**config.mk**
```make
export PLATFORM = sky130hd
export DESIGN_NAME = pra_top
export DESIGN_NICKNAME = d
export VERILOG_FILES = /design/src/pra_pkg.sv /design/src/pra_buf_ram.sv /design/src/pra_top.sv
export SDC_FILE = /design/constraint.sdc
export NUM_CORES = 2
export LEC_CHECK = 0
export ABC_AREA = 0
export ABC_CLOCK_PERIOD_IN_PS = 4200
export BUFFER_PORTS_ARGS = -buffer_cell sky130_fd_sc_hd__buf_4
export CAP_MARGIN = 20
export CORE_MARGIN = 2
export CORE_UTILIZATION = 24
export CTS_BUF_LIST = sky130_fd_sc_hd__clkbuf_8
export DETAILED_ROUTE_END_ITERATION = 8
export GPL_TIMING_DRIVEN = 0
export PLACE_DENSITY = 0.37
export SYNTH_ARGS = -nofsm -noshare
export SYNTH_HDL_FRONTEND = slang
export SYNTH_HIERARCHICAL = 1
export SYNTH_SLANG_ARGS = --single-unit
```
**constraint.sdc**
```tcl
create_clock -name clk_in -period 4.2 [get_ports clk_in]
set_input_delay 0.21 -clock clk_in [delete_from_list [all_inputs] [get_ports clk_in]]
set_output_delay 0.21 -clock clk_in [all_outputs]
set_load 0.03 [all_outputs]
```
**src/pra_pkg.sv**
```systemverilog
// constants for the paged host register and buffer space
// Function
// - registers and buffers form four pages; only the selected page is decoded
// - host writes page number; accesses go to that page until rewritten
// - page select register decodes at 0x7F on every page
// - page values 00 control, 01 receiver, 02 transmitter, 03 test
// - page 0 holds configuration and status; enabled status bits drive interrupt
// - page 1 shows receiver channel-status and user bits of last block
// - page 2 buffers are host written and feed the transmitted stream
// - page 2 buffers read back their stored contents
// - page 3 stays closed until the private unlock code is given
// - page 0 addresses 0x00 and 0x2D to 0x7E are reserved
package pra_pkg;
    // -------------------------------------------------------------
    // address map
    // -------------------------------------------------------------
    localparam logic [6:0] PAGE_ADDR     = 7'h7F;
    localparam logic [6:0] P0_FIRST      = 7'h01;
    localparam logic [6:0] P0_LAST       = 7'h2C;
    localparam logic [6:0] P0_STAT_ADDR  = 7'h02;
    localparam logic [6:0] P0_MASK_ADDR  = 7'h0B;
    localparam logic [6:0] P3_KEY_ADDR   = 7'h00;
    localparam logic [6:0] P3_TEST_ADDR  = 7'h01;
    localparam int         P0_COUNT      = 44;
    // -------------------------------------------------------------
    // page codes
    // -------------------------------------------------------------
    localparam logic [1:0] PG_CTRL       = 2'h0;
    localparam logic [1:0] PG_RX         = 2'h1;
    localparam logic [1:0] PG_TX         = 2'h2;
    localparam logic [1:0] PG_TEST       = 2'h3;
    // -------------------------------------------------------------
    // buffers, reset values, unlock
    // -------------------------------------------------------------
    localparam int         BUF_AW        = 6;
    localparam logic [7:0] BYTE_RST      = 8'h00;
    localparam logic [1:0] PAGE_RST      = 2'h0;
    // unlock key value is arbitrary
    localparam logic [7:0] UNLOCK_KEY    = 8'hA5;
endpackage

```
**src/pra_buf_ram.sv**
```systemverilog
// byte buffer with one write port and two asynchronous read ports
`timescale 1ns/1ps
module pra_buf_ram #(
    parameter int AW = 6
) (
    input  wire logic          clk_in,
    input  wire logic          wr_en_in,
    input  wire logic [AW-1:0] wr_addr_in,
    input  wire logic [7:0]    wr_data_in,
    input  wire logic [AW-1:0] rd_addr_a_in,
    output logic [7:0]         rd_data_a_out,
    input  wire logic [AW-1:0] rd_addr_b_in,
    output logic [7:0]         rd_data_b_out
);
    // storage has no reset: contents are defined only once written
    logic [7:0] mem [0:(1<<AW)-1];

    // single write port
    always_ff @(posedge clk_in) begin
        if (wr_en_in) begin
            mem[wr_addr_in] <= wr_data_in;
        end
    end

    // readers register the data themselves
    assign rd_data_a_out = mem[rd_addr_a_in];
    assign rd_data_b_out = mem[rd_addr_b_in];
endmodule

```
**src/pra_top.sv**
```systemverilog
// paged register and buffer space behind the serial host port
`timescale 1ns/1ps
module pra_top (
    input  wire logic        clk_in,
    input  wire logic        sys_rst_in,
    // host access from the serial control front end
    input  wire logic        reg_wr_en_in,
    input  wire logic        reg_rd_en_in,
    input  wire logic [6:0]  reg_addr_in,
    input  wire logic [7:0]  reg_wdata_in,
    output logic [7:0]       reg_rdata_out,
    output logic             reg_rvalid_out,
    output logic [1:0]       page_out,
    // page 0 status events and interrupt
    input  wire logic [7:0]  evt_in,
    output logic             irq_out,
    // configuration read port for the function blocks
    input  wire logic [6:0]  blk_cfg_addr_in,
    output logic [7:0]       blk_cfg_data_out,
    // receiver capture side
    input  wire logic        rx_wr_en_in,
    input  wire logic [5:0]  rx_wr_addr_in,
    input  wire logic [7:0]  rx_wr_data_in,
    input  wire logic        rx_block_done_in,
    // audio_transmitter fetch side
    input  wire logic [5:0]  tx_rd_addr_in,
    output logic [7:0]       tx_rd_data_out,
    // factory test
    output logic             test_unlocked_out,
    output logic [7:0]       test_mode_out
);
    // -------------------------------------------------------------
    // state
    // -------------------------------------------------------------
    logic [1:0] page_q;
    logic [7:0] cfg_q [0:pra_pkg::P0_COUNT-1];
    logic [7:0] stat_q;
    logic [7:0] stat_d;
    logic [7:0] mask_q;
    logic       cap_bank_q;
    logic       unlock_q;
    logic [7:0] test_q;
    logic [7:0] rdata_q;
    logic       rvalid_q;
    logic [7:0] txd_q;
    logic [7:0] cfgd_q;

    // page 0 ordinary register window, shared by host and block reads
    function automatic logic p0_hit(input logic [6:0] a);
        p0_hit = (a >= pra_pkg::P0_FIRST) && (a <= pra_pkg::P0_LAST);
    endfunction

    function automatic logic [5:0] p0_idx(input logic [6:0] a);
        logic [6:0] d;
        d = a - pra_pkg::P0_FIRST;
        p0_idx = d[5:0];
    endfunction

    // -------------------------------------------------------------
    // address decode
    // -------------------------------------------------------------
    wire       is_page_a = (reg_addr_in == pra_pkg::PAGE_ADDR);
    wire       on_ctrl   = (page_q == pra_pkg::PG_CTRL) && !is_page_a;
    wire       on_rx     = (page_q == pra_pkg::PG_RX) && !is_page_a;
    wire       on_tx     = (page_q == pra_pkg::PG_TX) && !is_page_a;
    wire       on_test   = (page_q == pra_pkg::PG_TEST) && !is_page_a;
    wire       buf_hit   = !reg_addr_in[6];
    // reserved page 0 addresses fall outside p0_hit
    wire       p0_ok     = on_ctrl && p0_hit(reg_addr_in);
    wire       is_stat   = reg_addr_in == pra_pkg::P0_STAT_ADDR;
    wire       is_mask   = reg_addr_in == pra_pkg::P0_MASK_ADDR;
    wire [5:0] p0_wi     = p0_idx(reg_addr_in);
    wire       wr_page   = reg_wr_en_in && is_page_a;
    wire       wr_cfg    = reg_wr_en_in && p0_ok && !is_stat && !is_mask;
    wire       wr_mask   = reg_wr_en_in && p0_ok && is_mask;
    wire       wr_stat   = reg_wr_en_in && p0_ok && is_stat;
    wire       wr_tx     = reg_wr_en_in && on_tx && buf_hit;
    wire       wr_key    = reg_wr_en_in && on_test && (reg_addr_in == pra_pkg::P3_KEY_ADDR);
    wire       wr_test   = reg_wr_en_in && on_test && unlock_q
                           && (reg_addr_in == pra_pkg::P3_TEST_ADDR);

    // -------------------------------------------------------------
    // buffers
    // -------------------------------------------------------------
    logic [7:0] rx_host_d;
    logic [7:0] tx_host_d;
    logic [7:0] tx_fetch_d;
    logic [7:0] rx_unused_d;

    // receiver fills one bank while the host reads the finished one,
    // so a read never shows a half-captured block
    pra_buf_ram #(.AW(pra_pkg::BUF_AW + 1)) u_rx_buf (
        .clk_in        (clk_in),
        .wr_en_in      (rx_wr_en_in),
        .wr_addr_in    ({cap_bank_q, rx_wr_addr_in}),
        .wr_data_in    (rx_wr_data_in),
        .rd_addr_a_in  ({~cap_bank_q, reg_addr_in[5:0]}),
        .rd_data_a_out (rx_host_d),
        .rd_addr_b_in  ({cap_bank_q, rx_wr_addr_in}),
        .rd_data_b_out (rx_unused_d)
    );

    // host writes, host reads back, transmitter fetches
    pra_buf_ram #(.AW(pra_pkg::BUF_AW)) u_tx_buf (
        .clk_in        (clk_in),
        .wr_en_in      (wr_tx),
        .wr_addr_in    (reg_addr_in[5:0]),
        .wr_data_in    (reg_wdata_in),
        .rd_addr_a_in  (reg_addr_in[5:0]),
        .rd_data_a_out (tx_host_d),
        .rd_addr_b_in  (tx_rd_addr_in),
        .rd_data_b_out (tx_fetch_d)
    );

    // -------------------------------------------------------------
    // read data select
    // -------------------------------------------------------------
    wire [7:0] p0_rd   = !p0_ok  ? 8'h00 :
                         is_stat ? stat_q :
                         is_mask ? mask_q : cfg_q[p0_wi];
    wire [7:0] p3_rd   = !unlock_q ? 8'h00 :
                         (reg_addr_in == pra_pkg::P3_TEST_ADDR) ? test_q : 8'h00;
    wire [7:0] rd_mux  = is_page_a ? {6'h00, page_q} :
                         on_ctrl   ? p0_rd :
                         on_rx     ? (buf_hit ? rx_host_d : 8'h00) :
                         on_tx     ? (buf_hit ? tx_host_d : 8'h00) :
                         p3_rd;
    wire       cfg_ok  = p0_hit(blk_cfg_addr_in);
    wire [5:0] cfg_ri  = p0_idx(blk_cfg_addr_in);

    // sticky status: a new event wins over a clear in the same cycle
    assign stat_d = (stat_q & ~(wr_stat ? reg_wdata_in : 8'h00)) | evt_in;

    // -------------------------------------------------------------
    // page select and test unlock
    // -------------------------------------------------------------
    // page holds until the host rewrites it
    always_ff @(posedge clk_in) begin
        if (sys_rst_in) begin
            page_q <= pra_pkg::PAGE_RST;
        end else if (wr_page) begin
            page_q <= reg_wdata_in[1:0];
        end
    end

    // unlock drops whenever the host leaves page 3, so test modes cannot linger
    always_ff @(posedge clk_in) begin
        if (sys_rst_in) begin
            unlock_q <= 1'b0;
            test_q   <= pra_pkg::BYTE_RST;
        end else if (page_q != pra_pkg::PG_TEST) begin
            unlock_q <= 1'b0;
            test_q   <= pra_pkg::BYTE_RST;
        end else begin
            if (wr_key) begin
                unlock_q <= (reg_wdata_in == pra_pkg::UNLOCK_KEY);
            end
            if (wr_test) begin
                test_q <= reg_wdata_in;
            end
        end
    end

    // -------------------------------------------------------------
    // page 0 registers
    // -------------------------------------------------------------
    always_ff @(posedge clk_in) begin
        if (sys_rst_in) begin
            for (int i = 0; i < pra_pkg::P0_COUNT; i++) begin
                cfg_q[i] <= pra_pkg::BYTE_RST;
            end
        end else if (wr_cfg) begin
            cfg_q[p0_wi] <= reg_wdata_in;
        end
    end

    // status and interrupt mask
    always_ff @(posedge clk_in) begin
        if (sys_rst_in) begin
            stat_q <= pra_pkg::BYTE_RST;
            mask_q <= pra_pkg::BYTE_RST;
        end else begin
            stat_q <= stat_d;
            if (wr_mask) begin
                mask_q <= reg_wdata_in;
            end
        end
    end

    // -------------------------------------------------------------
    // receiver bank swap and registered outputs
    // -------------------------------------------------------------
    always_ff @(posedge clk_in) begin
        if (sys_rst_in) begin
            cap_bank_q <= 1'b0;
        end else if (rx_block_done_in) begin
            cap_bank_q <= ~cap_bank_q;
        end
    end

    // one cycle read latency for host and function blocks alike
    always_ff @(posedge clk_in) begin
        if (sys_rst_in) begin
            rdata_q  <= pra_pkg::BYTE_RST;
            rvalid_q <= 1'b0;
            txd_q    <= pra_pkg::BYTE_RST;
            cfgd_q   <= pra_pkg::BYTE_RST;
        end else begin
            rvalid_q <= reg_rd_en_in;
            if (reg_rd_en_in) begin
                rdata_q <= rd_mux;
            end
            txd_q  <= tx_fetch_d;
            cfgd_q <= cfg_ok ? cfg_q[cfg_ri] : 8'h00;
        end
    end

    assign reg_rdata_out     = rdata_q;
    assign reg_rvalid_out    = rvalid_q;
    assign page_out          = page_q;
    assign irq_out           = |(stat_q & mask_q);
    assign blk_cfg_data_out  = cfgd_q;
    assign tx_rd_data_out    = txd_q;
    assign test_unlocked_out = unlock_q;
    assign test_mode_out     = test_q;
endmodule

```
==> impl_metrics.csv <==
group,metric,value,unit
run_status,run_status,"complete, but fails checks",
run_status,violations,"setup timing",
grt,grt_pass1_vias,57488,
sta,rsz0062_at_grt,"yes",
layout,top_register,"u_rx_buf/mem",
floorplan,num_io_pins,93,
power,leakage,35.8,nW
run,max_cap_violations,0,
grt,grt_usage,19.1,%
clocking,htree_num_levels,5,
critical_path,cp-end-kind,"flip-flop",
critical_path,cp_max_fo,16,
placed_design,post-dp-hpwl,268000,um
route,vias_per_cell,4.98,
sta,fmax,0.225,GHz
logic_synthesis,postSynthCellCount,5164,
sta,tightest_slew,1.30,ns
layout,fin_nets,5986,
critical_path,worstPathRequired,5.24,ns
grt,antenna_found_initial,43,
sta,finalCritPeriodShare,106,%
floorplan,start_util,24.1,%
floorplan,dieHeight,629,um
hold_path,hold_class,"primary input to flip-flop",
clocking,clock_latency,1.18,ns
power,power_density,429,nW/um2
route,post_drt_wl_per_cell,33.7,um
critical_path,crit_arrival,5.48,ns
grt,gr-total-overflow,0,
clocking,cts_made_buffers,396,
placed_design,gp_congestion,0.922,
layout,drive_gt1_share,29.6,%
floorplan,dieArea,395000,um2
route,finalWirelength,386000,um
route,drtPass1Iterations,6,
logic_synthesis,yosys_warnings,6,
critical_path,rrSetupSlack,0,ns
placed_design,place_area,103000,um2
route,ant_nets,0,
sta,hold_violations,0,
floorplan,die_w,629,um
sta,setup_violations,242,
route,first_iter_violations,6959,
logic_synthesis,syn_avg_cell_area,18.1,um2
floorplan,coreArea,389000,um2
clocking,cts_tree,"yes",
layout,largest_register_ffs,1024,
layout,fin_util,28.8,%
route,vias,56982,
route,drcViolationCount,0,
sta,fin_skew,0.188,ns
sta,whs,0.0372,ns
layout,syn2layout_area_growth,19.3,%
sta,slew_headroom,13.5,%
layout,final_cells,11445,
critical_path,crit_type,"primary input to flip-flop",
sta,post-route-min-period,4.44,ns
floorplan,num_rows,229,
critical_path,setup.worst_path.start_class,"primary input",
clocking,root_buffer,"clkbuf_8",
placed_design,portBuffers,80,
clocking,clk_pin_slew,0.06,ns
logic_synthesis,syn_area,93700,um2
layout,largestRegisters,"u_rx_buf/mem (1024), cfg_q (512), u_tx_buf/mem (512)",
grt,grt_max_degree,109,
power,power.total,47.9,mW
grt,grt_pass1_wl,516000,um
clocking,clock_path_buffers,4,
sta,finalMaxSlewViolations,0,
clocking,clock_sinks,2101,
power,peakVddDrop,0.231,mV
sta,setup_slack,-0.240,ns
placed_design,dpl.cell_count,10606,
layout,final_area,112000,um2
==> report_power, final <==
part           internal (mW)  switching [mW]  total (mW)
registers               23.3           0.215        23.5
clock network           9.84            9.26        19.1
logic                   1.77            3.53        5.30
total                   34.9            13.0        47.9
==> through the flow <==
step	setup WS [ns]	TNS, ns
final	-0.240	-21.28
after global routing	-0.213	-6.00
after CTS	0.00335	0
after detailed placement	-3.75	-2493.43
after global placement	-5.50	-3518.41
after floorplan	0.491	0
==> critical path, cell delays in order <==
cell and delay [ns]:
buf_4 0.28, buf_6 0.30, inv_4 0.20, clkbuf_2 0.37
clkbuf_2 0.34, buf_8 0.22, ha_1 0.28, buf_2 0.29
buf_6 0.37, buf_4 0.42, buf_4 0.45, mux4_2 0.38
nor2_1 0.06, o22ai_1 0.37, o2111ai_1 0.26, o41ai_2 0.51
==> worst paths after layout <==
check                                        start             endpoint  cells past startpoint
worst max-delay path                reg_addr_in[0]     reg_rdata_out[5]                     16
worst min register to register           mask_q[3]            mask_q[3]                      2
worst min-delay path            blk_cfg_addr_in[2]  blk_cfg_data_out[0]                      5
worst max register to register         page_out[1]  u_tx_buf/mem[38][6]                      6
==> metal layers <==
layer | wire length, um | global-route usage [%]
met1 | 164000 | 25.4
met2 | 178000 | 30.4
met3 | 26500 | 3.65
met4 | 17600 | 7.75
met5 | 115 | 0
==> area by class of cell <==
class	instances	area, um2
Antenna cell	13	32.5
Tap cell	5197	6500
Timing Repair Buffer	286	3260
Clock buffer	420	5780
Inverter	18	71.3
Multi-Input combinational cell	2747	30200
Sequential cell	2101	62600
Clock inverter	291	1560
Fill cell	38960	277000
Buffer	372	1860
==> placed cells by master (no fill, tap or decap), drive strengths merged, types with 47 or more instances in the layout <==
master / count
a21oi: 50
and2: 364
buf: 381
clkbuf: 615
clkinv: 99
conb: 80
dfxtp: 53
dlygate4sd3: 81
edfxtp: 2048
inv: 196
mux2i: 148
mux4: 802
nand2: 219
nand3: 100
nor2: 327
nor2b: 49
nor3: 95
o21ai: 57
or2: 47
==> repair_timing <==
| action | CTS | global route |
|---|---|---|
| endpoints found under the hold margin | 2197 | 8 |
| hold buffers | 80 | 1 |
| setup buffers | 20 | 6 |
| setup endpoints to repair | 799 | 226 |
| pin swaps | 13 | 1 |
| gates resized for setup | 170 | 12 |
No activity file was read; power rests on OpenSTA's default activity.
